[src/hdl/trpc_regs.svh]
`ifndef TRPC_REGS_SVH
`define TRPC_REGS_SVH

// ----------------------------------------
// Register offsets (byte addresses)
// ----------------------------------------
`define TRPC_CREST_OFS    8'h00
`define TRPC_SPAN_OFS     8'h04
`define TRPC_STAT_OFS     8'h08
`define TRPC_LIVE_OFS     8'h0c
`define TRPC_REL0_BLK     4'h1
`define TRPC_REL1_BLK     4'h2
`define TRPC_REL_IDX_BIT  5
`define TRPC_SUB_THR      2'h0
`define TRPC_SUB_LIM      2'h1
`define TRPC_SUB_CFG      2'h2
`define TRPC_SUB_DLY      2'h3

// ----------------------------------------
// Field positions
// ----------------------------------------
`define TRPC_STYLE_BIT    16
`define TRPC_MODE_LSB     16
`define TRPC_FAULT_LSB    19
`define TRPC_SRC_BIT      21
`define TRPC_UNIT_BIT     22
`define TRPC_FIT_BIT      23
`define TRPC_OFF_LSB      16

// ----------------------------------------
// Reset values
// ----------------------------------------
`define TRPC_CREST_RST    32'h0000_000a
`define TRPC_SPAN_RST     32'h0000_0032
`define TRPC_THR_RST      32'h0000_0000
`define TRPC_CFG_RST      32'h0080_0000
`define TRPC_DLY_RST      32'h0000_0000

// ----------------------------------------
// Display limits and bus answers
// ----------------------------------------
`define TRPC_DISP_MAX     18'h0270f
`define TRPC_DISP_MIN     18'h3fc19
`define TRPC_RESP_OKAY    2'h0
`define TRPC_RESP_SLVERR  2'h2

// ----------------------------------------
// Time base
// ----------------------------------------
`define TRPC_CLK_NS       100
`define TRPC_TBASE_NS     100000000
`define TRPC_UNIT_MUL     4'h9

`endif

[src/hdl/trpc_pkg.sv]
package trpc_pkg;

	typedef enum logic [1:0]
	{
		TRPC_MAIN_VALUE = 2'h0,
		TRPC_MAIN_DASH  = 2'h1,
		TRPC_MAIN_PEAK  = 2'h2
	} trpc_main_e;

	typedef enum logic [2:0]
	{
		TRPC_SEC_BLANK = 3'h0,
		TRPC_SEC_OVER  = 3'h1,
		TRPC_SEC_UNDER = 3'h2,
		TRPC_SEC_OVF   = 3'h3,
		TRPC_SEC_THR   = 3'h4
	} trpc_sec_e;

	typedef enum logic [2:0]
	{
		TRPC_ZONE_UNUSED = 3'h0,
		TRPC_ZONE_ONE_ON = 3'h1,
		TRPC_ZONE_ONE_OFF = 3'h2,
		TRPC_ZONE_TWO_IN = 3'h3,
		TRPC_ZONE_TWO_OUT = 3'h4
	} trpc_zone_e;

	typedef enum logic [1:0]
	{
		TRPC_FAULT_KEEP = 2'h0,
		TRPC_FAULT_ON   = 2'h1,
		TRPC_FAULT_OFF  = 2'h2
	} trpc_fault_e;

	typedef enum logic [1:0]
	{
		TRPC_SEL_NONE = 2'h0,
		TRPC_SEL_A    = 2'h1,
		TRPC_SEL_B    = 2'h2
	} trpc_sel_e;

	typedef struct packed
	{
		logic              aw_full;
		logic [7:0]        aw_addr;
		logic              w_full;
		logic [31:0]       wdata;
		logic [3:0]        wstrb;
		logic              awrdy;
		logic              wrdy;
		logic              bvalid;
		logic [1:0]        bresp;
		logic              arrdy;
		logic              rvalid;
		logic [1:0]        rresp;
		logic [31:0]       rdata;
		logic [31:0]       crest_cfg;
		logic [31:0]       span_cfg;
		logic [1:0][31:0]  thr_cfg;
		logic [1:0][31:0]  lim_cfg;
		logic [1:0][31:0]  rel_cfg;
		logic [1:0][31:0]  dly_cfg;
		logic [19:0]       tick_cnt;
		logic              tick;
		logic [3:0]        unit_cnt;
		logic              unit_tick;
		logic [15:0]       live;
		logic              over;
		logic              under;
		logic [15:0]       trk_lo;
		logic [15:0]       trk_hi;
		logic              armed;
		logic [15:0]       peak_val;
		logic              held;
		logic [15:0]       span_cnt;
		logic              blink;
		logic [1:0]        relay_st;
		logic [1:0][15:0]  dly_cnt;
		logic [1:0]        relay_out;
		logic [1:0]        relay_led;
		trpc_main_e        main_mode;
		logic [15:0]       main_val;
		trpc_sec_e         sec_mode;
		logic [15:0]       sec_val;
		logic              dp_right;
		trpc_sel_e         sel;
		logic              pick_a;
		logic              pick_b;
	} trpc_state_s;

endpackage

[src/hdl/trpc_top.sv]
`timescale 1ns/10ps
`include "trpc_regs.svh"

module trpc_top
	import trpc_pkg::*;
#(
	parameter int TICK_CYC = `TRPC_TBASE_NS / `TRPC_CLK_NS
)
(
	// Clock and reset
	input  wire logic        clk_sys,
	input  wire logic        sys_rst,
	// AXI4-Lite write
	input  wire logic [7:0]  s_axi_awaddr,
	input  wire logic        s_axi_awvalid,
	output logic             s_axi_awready,
	input  wire logic [31:0] s_axi_wdata,
	input  wire logic [3:0]  s_axi_wstrb,
	input  wire logic        s_axi_wvalid,
	output logic             s_axi_wready,
	output logic [1:0]       s_axi_bresp,
	output logic             s_axi_bvalid,
	input  wire logic        s_axi_bready,
	// AXI4-Lite read
	input  wire logic [7:0]  s_axi_araddr,
	input  wire logic        s_axi_arvalid,
	output logic             s_axi_arready,
	output logic [31:0]      s_axi_rdata,
	output logic [1:0]       s_axi_rresp,
	output logic             s_axi_rvalid,
	input  wire logic        s_axi_rready,
	// Converter results
	input  wire logic        meas_valid,
	input  wire logic [15:0] meas_value,
	input  wire logic        meas_over,
	input  wire logic        meas_under,
	// Buttons
	input  wire logic        esc_btn,
	input  wire logic        up_btn,
	input  wire logic        down_btn,
	// Relays and LEDs
	output logic [1:0]       relay_out,
	output logic [1:0]       relay_led,
	output logic             threshold_pick_led_a,
	output logic             threshold_pick_led_b,
	// Display
	output trpc_main_e       main_mode,
	output logic [15:0]      main_val,
	output trpc_sec_e        sec_mode,
	output logic [15:0]      sec_val,
	output logic             dp_right
);

	// ----------------------------------------
	// Helpers
	// ----------------------------------------
	function automatic logic [31:0] wmerge(input logic [31:0] old, input logic [31:0] d,
		input logic [3:0] strb);
		logic [31:0] r;
		r = old;
		for (int b = 0; b < 4; b++)
		begin
			if (strb[b])
				r[b*8 +: 8] = d[b*8 +: 8];
		end
		return r;
	endfunction

	function automatic logic signed [17:0] sx(input logic [15:0] v);
		return $signed({{2{v[15]}}, v});
	endfunction

	trpc_state_s s;
	trpc_state_s n;
	logic [1:0]          rel_nx;
	logic [1:0][15:0]    cnt_nx;
	logic                fault;

	assign fault = s.over | s.under;

	// ----------------------------------------
	// Per-relay evaluation
	// ----------------------------------------
	generate
		for (genvar i = 0; i < 2; i++)
		begin : g_rel
			logic [31:0]       cfg;
			trpc_zone_e        zone;
			trpc_fault_e       fact;
			logic [15:0]       x;
			logic signed [17:0] xs, lo_t, hi_t, h;
			logic              two, za, zb, tgt_ok, tgt_on, utick;
			logic [15:0]       dly;
			logic              st;
			logic [15:0]       cnt;

			always_comb
			begin
				cfg   = s.rel_cfg[i];
				zone  = trpc_zone_e'(cfg[`TRPC_MODE_LSB +: 3]);
				fact  = trpc_fault_e'(cfg[`TRPC_FAULT_LSB +: 2]);
				x     = (cfg[`TRPC_SRC_BIT] && s.held) ? s.peak_val : s.live;
				xs    = sx(x);
				h     = sx(s.rel_cfg[i][15:0]);
				two   = (zone == TRPC_ZONE_TWO_IN) || (zone == TRPC_ZONE_TWO_OUT);
				lo_t  = sx(s.thr_cfg[i][15:0]);
				hi_t  = sx(s.lim_cfg[i][15:0]);
				if (two && (hi_t < lo_t))
				begin
					lo_t = sx(s.lim_cfg[i][15:0]);
					hi_t = sx(s.thr_cfg[i][15:0]);
				end
				if (two)
				begin
					za = (xs > lo_t + h) && (xs < hi_t - h);
					zb = (xs < lo_t - h) || (xs > hi_t + h);
				end
				else
				begin
					za = xs > lo_t + h;
					zb = xs < lo_t - h;
				end
				tgt_ok = za | zb;
				tgt_on = ((zone == TRPC_ZONE_ONE_ON) || (zone == TRPC_ZONE_TWO_IN)) ? za : zb;
				dly    = tgt_on ? s.dly_cfg[i][15:0] : s.dly_cfg[i][`TRPC_OFF_LSB +: 16];
				utick  = cfg[`TRPC_UNIT_BIT] ? s.unit_tick : s.tick;
				st     = s.relay_st[i];
				cnt    = s.dly_cnt[i];
				if (zone == TRPC_ZONE_UNUSED)
				begin
					st  = 1'b0;
					cnt = '0;
				end
				else if (fault)
				begin
					cnt = '0;
					if (fact == TRPC_FAULT_ON)
						st = 1'b1;
					else if (fact == TRPC_FAULT_OFF)
						st = 1'b0;
				end
				else if (!tgt_ok || (tgt_on == st))
					cnt = '0;
				else if (dly == '0)
				begin
					st  = tgt_on;
					cnt = '0;
				end
				else if (utick)
				begin
					if (cnt >= dly)
					begin
						st  = tgt_on;
						cnt = '0;
					end
					else
						cnt = cnt + 16'(1);
				end
			end

			assign rel_nx[i] = st;
			assign cnt_nx[i] = cnt;
		end
	endgenerate

	// ----------------------------------------
	// Next state
	// ----------------------------------------
	always_comb
	begin
		logic              rhit, whit, wi, ri, ovf, warn, det, freeze;
		logic [15:0]       span;
		logic signed [17:0] xv;
		rhit   = 1'b0;
		whit   = 1'b0;
		wi     = 1'b0;
		ri     = 1'b0;
		ovf    = 1'b0;
		warn   = 1'b0;
		det    = 1'b0;
		span   = s.span_cfg[15:0];
		freeze = s.crest_cfg[`TRPC_STYLE_BIT];
		xv     = sx(meas_value);
		n      = s;

		// Bus write: address and data in either order
		if (s_axi_awvalid && s.awrdy)
		begin
			n.aw_full = 1'b1;
			n.aw_addr = s_axi_awaddr;
		end
		if (s_axi_wvalid && s.wrdy)
		begin
			n.w_full = 1'b1;
			n.wdata  = s_axi_wdata;
			n.wstrb  = s_axi_wstrb;
		end
		if (s.bvalid && s_axi_bready)
			n.bvalid = 1'b0;
		if (s.aw_full && s.w_full && !s.bvalid)
		begin
			wi = s.aw_addr[`TRPC_REL_IDX_BIT];
			whit = (s.aw_addr[7:4] == `TRPC_REL0_BLK) || (s.aw_addr[7:4] == `TRPC_REL1_BLK);
			n.bresp = `TRPC_RESP_OKAY;
			if (s.aw_addr == `TRPC_CREST_OFS)
				n.crest_cfg = wmerge(s.crest_cfg, s.wdata, s.wstrb);
			else if (s.aw_addr == `TRPC_SPAN_OFS)
				n.span_cfg = wmerge(s.span_cfg, s.wdata, s.wstrb);
			else if (whit)
			begin
				unique case (s.aw_addr[3:2])
					`TRPC_SUB_THR: n.thr_cfg[wi] = wmerge(s.thr_cfg[wi], s.wdata, s.wstrb);
					`TRPC_SUB_LIM: n.lim_cfg[wi] = wmerge(s.lim_cfg[wi], s.wdata, s.wstrb);
					`TRPC_SUB_CFG: n.rel_cfg[wi] = wmerge(s.rel_cfg[wi], s.wdata, s.wstrb);
					`TRPC_SUB_DLY: n.dly_cfg[wi] = wmerge(s.dly_cfg[wi], s.wdata, s.wstrb);
				endcase
			end
			else if (s.aw_addr != `TRPC_STAT_OFS && s.aw_addr != `TRPC_LIVE_OFS)
				n.bresp = `TRPC_RESP_SLVERR;
			n.bvalid  = 1'b1;
			n.aw_full = 1'b0;
			n.w_full  = 1'b0;
		end
		n.awrdy = !n.aw_full && !n.bvalid;
		n.wrdy  = !n.w_full && !n.bvalid;

		// Bus read
		if (s.rvalid && s_axi_rready)
			n.rvalid = 1'b0;
		if (s_axi_arvalid && s.arrdy)
		begin
			ri   = s_axi_araddr[`TRPC_REL_IDX_BIT];
			rhit = (s_axi_araddr[7:4] == `TRPC_REL0_BLK) || (s_axi_araddr[7:4] == `TRPC_REL1_BLK);
			n.rvalid = 1'b1;
			n.rresp  = `TRPC_RESP_OKAY;
			n.rdata  = '0;
			if (s_axi_araddr == `TRPC_CREST_OFS)
				n.rdata = s.crest_cfg;
			else if (s_axi_araddr == `TRPC_SPAN_OFS)
				n.rdata = s.span_cfg;
			else if (s_axi_araddr == `TRPC_STAT_OFS)
				n.rdata = {s.peak_val, 8'(0), s.sel, s.relay_st, s.held,
					s.sec_mode == TRPC_SEC_OVF, s.under, s.over};
			else if (s_axi_araddr == `TRPC_LIVE_OFS)
				n.rdata = {16'(0), s.live};
			else if (rhit)
			begin
				unique case (s_axi_araddr[3:2])
					`TRPC_SUB_THR: n.rdata = s.thr_cfg[ri];
					`TRPC_SUB_LIM: n.rdata = s.lim_cfg[ri];
					`TRPC_SUB_CFG: n.rdata = s.rel_cfg[ri];
					`TRPC_SUB_DLY: n.rdata = s.dly_cfg[ri];
				endcase
			end
			else
				n.rresp = `TRPC_RESP_SLVERR;
		end
		n.arrdy = !n.rvalid;

		// Time base
		n.tick      = 1'b0;
		n.unit_tick = 1'b0;
		if (s.tick_cnt == 20'(TICK_CYC - 1))
		begin
			n.tick_cnt = '0;
			n.tick     = 1'b1;
			n.blink    = !s.blink;
			if (s.unit_cnt == `TRPC_UNIT_MUL)
			begin
				n.unit_cnt  = '0;
				n.unit_tick = 1'b1;
			end
			else
				n.unit_cnt = s.unit_cnt + 4'(1);
		end
		else
			n.tick_cnt = s.tick_cnt + 20'(1);

		// Measurement capture and peak tracking
		if (meas_valid)
		begin
			n.live  = meas_value;
			n.over  = meas_over;
			n.under = meas_under;
			if (!meas_over && !meas_under)
			begin
				if (!s.armed)
				begin
					n.trk_hi = meas_value;
					if (xv < sx(s.trk_lo))
						n.trk_lo = meas_value;
					else if (xv - sx(s.trk_lo) >= sx(s.crest_cfg[15:0]))
						n.armed = 1'b1;
				end
				else if (xv > sx(s.trk_hi))
					n.trk_hi = meas_value;
				else if (sx(s.trk_hi) - xv >= sx(s.crest_cfg[15:0]))
				begin
					det      = 1'b1;
					n.armed  = 1'b0;
					n.trk_lo = meas_value;
					n.trk_hi = meas_value;
				end
			end
		end

		// Peak hold
		if (det)
		begin
			n.peak_val = s.trk_hi;
			n.span_cnt = '0;
			n.held     = (span != '0) || freeze;
		end
		else if (s.held && span != '0 && s.tick)
		begin
			if (s.span_cnt + 16'(1) >= span)
				n.held = 1'b0;
			else
				n.span_cnt = s.span_cnt + 16'(1);
		end
		else if (s.held && span == '0 && (esc_btn || !freeze))
			n.held = 1'b0;

		// Relays and LEDs
		n.relay_st = rel_nx;
		n.dly_cnt  = cnt_nx;
		n.relay_led = rel_nx;
		for (int k = 0; k < 2; k++)
			n.relay_out[k] = rel_nx[k] & s.rel_cfg[k][`TRPC_FIT_BIT];

		// Threshold quick view
		if (up_btn)
		begin
			unique case (s.sel)
				TRPC_SEL_NONE: n.sel = TRPC_SEL_A;
				TRPC_SEL_A:    n.sel = TRPC_SEL_B;
				TRPC_SEL_B:    n.sel = TRPC_SEL_NONE;
				default:       n.sel = TRPC_SEL_NONE;
			endcase
		end
		else if (down_btn)
		begin
			unique case (s.sel)
				TRPC_SEL_NONE: n.sel = TRPC_SEL_B;
				TRPC_SEL_A:    n.sel = TRPC_SEL_NONE;
				TRPC_SEL_B:    n.sel = TRPC_SEL_A;
				default:       n.sel = TRPC_SEL_NONE;
			endcase
		end
		n.pick_a = n.sel == TRPC_SEL_A;
		n.pick_b = n.sel == TRPC_SEL_B;

		// Display selection
		ovf  = (sx(n.live) > $signed(`TRPC_DISP_MAX)) ||
			(sx(n.live) < $signed(`TRPC_DISP_MIN));
		warn = n.over || n.under || ovf;
		if (warn)
		begin
			n.main_mode = TRPC_MAIN_DASH;
			n.main_val  = '0;
			n.sec_val   = '0;
			if (n.over)
				n.sec_mode = TRPC_SEC_OVER;
			else if (n.under)
				n.sec_mode = TRPC_SEC_UNDER;
			else
				n.sec_mode = TRPC_SEC_OVF;
		end
		else
		begin
			n.main_mode = n.held ? TRPC_MAIN_PEAK : TRPC_MAIN_VALUE;
			n.main_val  = n.held ? n.peak_val : n.live;
			n.sec_mode  = (n.sel == TRPC_SEL_NONE) ? TRPC_SEC_BLANK : TRPC_SEC_THR;
			n.sec_val   = (n.sel == TRPC_SEL_B) ? n.thr_cfg[1][15:0] :
				(n.sel == TRPC_SEL_A) ? n.thr_cfg[0][15:0] : 16'(0);
		end
		n.dp_right = n.held && n.blink && !warn;
	end

	// ----------------------------------------
	// State register
	// ----------------------------------------
	always_ff @(posedge clk_sys or posedge sys_rst)
	begin
		if (sys_rst)
		begin
			s            <= '0;
			s.crest_cfg  <= `TRPC_CREST_RST;
			s.span_cfg   <= `TRPC_SPAN_RST;
			s.thr_cfg    <= {2{`TRPC_THR_RST}};
			s.lim_cfg    <= {2{`TRPC_THR_RST}};
			s.rel_cfg    <= {2{`TRPC_CFG_RST}};
			s.dly_cfg    <= {2{`TRPC_DLY_RST}};
			s.main_mode  <= TRPC_MAIN_VALUE;
			s.sec_mode   <= TRPC_SEC_BLANK;
			s.sel        <= TRPC_SEL_NONE;
		end
		else
			s <= n;
	end

	// ----------------------------------------
	// Outputs
	// ----------------------------------------
	assign s_axi_awready        = s.awrdy;
	assign s_axi_wready         = s.wrdy;
	assign s_axi_bresp          = s.bresp;
	assign s_axi_bvalid         = s.bvalid;
	assign s_axi_arready        = s.arrdy;
	assign s_axi_rdata          = s.rdata;
	assign s_axi_rresp          = s.rresp;
	assign s_axi_rvalid         = s.rvalid;
	assign relay_out            = s.relay_out;
	assign relay_led            = s.relay_led;
	assign threshold_pick_led_a = s.pick_a;
	assign threshold_pick_led_b = s.pick_b;
	assign main_mode            = s.main_mode;
	assign main_val             = s.main_val;
	assign sec_mode             = s.sec_mode;
	assign sec_val              = s.sec_val;
	assign dp_right             = s.dp_right;

endmodule

[config.mk]
export PLATFORM = sky130hd
export DESIGN_NAME = trpc_top
export DESIGN_NICKNAME = d
export VERILOG_FILES = /design/src/hdl/trpc_pkg.sv /design/src/hdl/trpc_top.sv
export VERILOG_INCLUDE_DIRS = /design/src /design/src/hdl
export SDC_FILE = /design/constraint.sdc
export NUM_CORES = 2
export LEC_CHECK = 0
export BUFFER_PORTS_ARGS = -buffer_cell sky130_fd_sc_hd__buf_4
export CAP_MARGIN = 20
export CELL_PAD_IN_SITES_DETAIL_PLACEMENT = 0
export CELL_PAD_IN_SITES_GLOBAL_PLACEMENT = 1
export CORE_UTILIZATION = 40
export DETAILED_ROUTE_END_ITERATION = 10
export PLACE_DENSITY = 0.75
export REMOVE_ABC_BUFFERS = 1
export SLEW_MARGIN = 0
export SYNTH_ARGS = -nofsm -noshare
export SYNTH_HDL_FRONTEND = slang
export SYNTH_SLANG_ARGS = --single-unit
[constraint.sdc]
create_clock -name clk_sys -period 23.1 [get_ports clk_sys]
set_input_delay 4.62 -clock clk_sys [delete_from_list [all_inputs] [get_ports clk_sys]]
set_output_delay 4.62 -clock clk_sys [all_outputs]
set_load 0.02 [all_outputs]
* Word-level counts from Yosys, hierarchy flattened
Cells that the tools add are included. W data, S select, Z words.
Operators by class: add/subtract/negate cells 15, $lt $le $gt $ge 22, equal/unequal tests 39, mux-type cells 232, bitwise operators 7, reductions and logical operators 83
Operator list (number):
- $mux W240 | 4
- $mux W8 | 96
- $mux W32 | 22
- $mux W16 | 25
- $bwmux W64 | 4
- $mux W64 | 3
- $pmux W32 S4 | 1
- $mux W33 | 3
- $mux W37 | 2
- $add A18 B16 Y18 | 4
- $gt A16 B18 Y1 | 4
- $lt A16 B18 Y1 | 4
- $mux W18 | 4
- $sub A18 B16 Y18 | 4
- $mux W51 | 1
- $add A16 B1 Y16 const B | 3
- $ge A16 B16 Y1 | 3
- $logic_not A16 Y1 | 3
- $lt A16 B16 Y1 | 3
- $mux W48 | 1
- $mux W1 | 42
- $mux W35 | 1
- $ge A17 B16 Y1 | 2
- $sub A16 B16 Y17 | 2
- 48 further kinds | 157
Storage, ports and cells: register bits after elaboration 596, bits of input ports 81, output and inout port bits 85, logic and storage cells 455

* Longest topological paths before layout
depth in word-level cells 18, depth in mapped cells 44, depth with buffers taken out 41

* Least setup slack after synthesis
Ideal clock, no wire load.
kind in2reg, from input meas_value[0], to register s[116] in the netlist's numbering, library setup time 0.125 ns, data arrival time 9.153 ns, data required time 22.975 ns, path slack 13.822 ns, stages on the path 23, buffers on the path 2, cells stage by stage ha_1 inv_1 fa_1 a21o_1 a21oi_1 nor2b_1 o211ai_1 nand2_1 a41oi_1 a21oi_1 a2111oi_0 nor3_1 ha_1 a21o_1 a211oi_1 nand2_1 a2111oi_1 and4_1 o21ai_1 o21ba_2 buf_2 buf_2 mux2_2
Between the ends: cells in the longest elaborated chain, start to end 4, elaborated cells on any way between the ends 7, those cells by class add/sub: 1; order compare: 2; eq/ne: 1; mux: 2; reduce/logical: 1
RTL lines:
- start: declaration | line trpc_top.sv:34 | input wire logic [15:0] meas_value,
- $sub A16 B16 Y17 | line trpc_top.sv:297 | else if (sx(s.trk_hi) - xv >= sx(s.crest_cfg[15:0]))
- $ge A17 B16 Y1 | line trpc_top.sv:297
- $ne A3 B1 Y1 (no line)
- $reduce_and A3 Y1 (no line)
- end signal: assignment | line trpc_top.sv:399 | s <= n;
- end: declaration | line trpc_top.sv:73 | trpc_state_s s;
Parallel ways exist; a longest one is shown, timed or not. A chain may end at the register's enable or synchronous reset.

==> flow_summary.toml <==
[synth]
syn_inst = 4275
synth-edff-count = 0
synthSimpleGateAreaFrac_pct = 12.6
synth_top_family_by_area = "multiplexers"
synth_area_sq_um = 41700
synthAdderAreaFrac_pct = 13.0
ys_ff_latch = 594
syn_area_per_cell_sq_um = 9.75
yosysSeqAreaShare_pct = 35.7
synthXorXnorAreaFrac_pct = 4.31
synth-main-ff-cell = "dfrtp_1"
ys_async_sr_fraction_pct = 100
synth_cell_types = 87
muxShareOfSynthArea_pct = 14.7
synth-compound-area-share_pct = 14.5
post-synth-top-area-fraction_pct = 35.2
ys.warnings.count = 0
synth_top_area_cell = "dfrtp_1"
synth_area_leaders = "dfrtp_1, ha_1, mux2_2"

[timing]
tns_ps = 0
finalSetupViolations = 0
hold_viol_final = 0
fin_skew_ps = 40.6
layout_setup_ws_ps = 13070
whs_ps = 480
period_minus_slack_ps = 10030
tightest_slew_ps = 1210
drv_slew = 0
maxSlewHeadroom_pct = 19.4
finalCritPeriodShare_pct = 43.4
rsz0062_at_grt = "no"
fmax_ghz = 0.0997

[clock_tree]
cts_tree = "built"
clockBufferDepth = 3
clock_sinks = 594
postCtsSetupBuffers = 0
clk_pin_slew_ps = 60
cts.repair.resized = 0
htreeDepth = 3
postCtsHoldBufs = 0
clk-insertion-delay-late_ps = 660
cts_buffers = 72
clock-root-buffer = "clkbuf_16"

[routing]
wl_per_cell_um = 24.6
num_vias = 33700
viasPerCell = 5.84
detail-route-antenna-nets = 0
firstDrtPassIters = 7
drt_iter0_drc = 3002
wl_um = 142000
drc = 0

[place]
dp_slack_ps = 12690
dp_hpwl_um = 109000
gp_congestion = 0.991
port_buffers = 163

[final_layout]
area_growth_pct = 11.3
finalNetCount = 4840
drive_gt1_share_pct = 18.2
multi_input_area_sq_um = 24700
seq_area_sq_um = 14900
fill_cells = 9922

[grt]
grt_pass1_vias = 33000
antenna_found_initial = 5
grt_max_degree = 105
grt_overflow = 0
grt_usage_pct = 26.4
grt_pass1_wl_um = 211000

[setup_path]
cp-end-kind = "register"
reg2regPathDepth = 34
cp-startpoint = "g_rel[0].cfg[16]"
cp-start-kind = "register"
path_class = "register to register"
crit_top_cell = "a21oi_1"
reg2reg_slack_ps = 13070
r2r-end = "relay_out[0]"
required_ps = 23610
worst-path-max-fanout = 36
crit_slowest_cell = "a21oi_1"
cp.arrival_ps = 10540
critPathMaxStageDelay_ps = 870
r2r-start = "g_rel[0].cfg[16]"

[hold_path]
min_to = "s[337]"
hp-start = "s[337]"
min_path_type = "register to register"
hold_depth = 2

[power_and_ir_drop]
p_int_mw = 4.18
ir_drop_mv = 0.284
p_clk_share_pct = 14.8
pwr-share-comb_pct = 63.2
p_per_area_nw_per_um2 = 171
p_sw_mw = 3.75
power.share.switching_pct = 47.3
power_frac_seq_pct = 22.0
leakage_nw = 21.5
finalPower_mw = 7.93

[floorplan]
row_count = 118
io_pins = 166
dieArea_sq_um = 106000
start_util_pct = 40.3
fp.dieH_um = 325
coreArea_sq_um = 103000
die_w_um = 325

[run]
maxCapViolations = 0

[run_status]
status = "finished, final reports clean"
-- metrics by stage --
stage / util (%) / area (sq um) / std cells
after floorplan: - / 40500 / 4035
after global placement: 42.5 / 43900 / 5633
after detailed placement: 42.5 / 43900 / 5634
after CTS: 44.8 / 46300 / 5759
after global routing: 44.9 / 46400 / 5763
final: 44.9 / 46400 / 5766
-- layout by cell type (no fill, tap or decap), drive strengths merged, types with 74 or more instances in the layout --
master	n
o21ai	262
inv	254
ha	418
nand3	74
nor3	106
xnor2	138
nand2	372
a21oi	198
nor2	224
buf	222
mux2i	126
clkbuf	98
dfrtp	587
mux2	390
-- Yosys cell counts (all sizes together), types with 74 or more instances --
master,instances
nand3,74
clkbuf,121
ha,418
nor2,224
buf,120
mux2i,126
xnor2,138
o21ai,262
nand2,372
nor3,106
inv,250
mux2,390
dfrtp,587
a21oi,198
-- registers in the layout, summed over array words and instances, names as in the netlist --
signal                cells
relay_led                 2
s_axi_bvalid              1
s                       447
s_axi_wready              1
s_axi_awready             1
s_axi_rresp               1
s_axi_rdata              32
sec_mode                  3
g_rel.cfg                64
s_axi_bresp               1
threshold_pick_led_b      1
threshold_pick_led_a      1
s_axi_rvalid              1
sec_val                  16
relay_out                 2
main_val                 16
dp_right                  1
s_axi_arready             1
main_mode                 2
-- layout make-up --
type | instances | share of cell area, %
tap | 1380 | 3.72
clock inverter | 27 | 0.879
inverter | 253 | 2.06
multi-input combinational | 3188 | 53.2
antenna | 4 | 0.0216
sequential | 594 | 32.1
clock buffer | 98 | 4.37
timing repair buffer | 222 | 3.65
-- kinds of logic after synthesis --
logic type / Yosys count
DFF: 594
adders and majority gates: 428
AOI/OAI and AO/OA: 924
xor gates and xnor gates: 205
muxes: 536
buffers and inverters: 494
other: 1
and+or+nand+nor: 1093
-- power groups by stage --
stage	combinational [mW]	clock [mW]	sequential (mW)
6_report	5.01	1.17	1.75
3_3_place_gp	4.87	0	1.73
2_1_floorplan	3.70	0	1.55
5_1_grt	5.55	1.23	1.77
3_5_place_dp	4.94	0	1.74
4_1_cts	4.98	1.19	1.73
-- worst max-delay path by stage --
| stage | cells after the start | slack, ps | end |
|---|---|---|---|
| after floorplan | 1 | 1870 | dp_right |
| after global placement | 23 | 12900 | main_val[3] |
| after detailed placement | 23 | 12690 | main_val[2] |
| after CTS | 36 | 13220 | relay_out[0] |
| after global routing | 41 | 12440 | relay_out[0] |
| final | 34 | 13070 | relay_out[0] |
-- critical path, delay by kind of cell, from the launching register on --
family	cells	cell delay, ps
AO/OA/AOI/OAI	17	4440
XOR/XNOR	1	130
adder cells (fa/ha/maj)	3	1030
buffers and inverters	3	900
flip-flops	1	460
multiplexers	2	680
AND/OR/NAND/NOR	8	2210
-- routing by layer --
metal	global-route usage [%]	part of all wire, %
met1	35.5	44
met2	40.9	44
met3	5.04	7.1
met4	12.5	5.0
met5	0	0
Power figures use the tool's default switching activity.
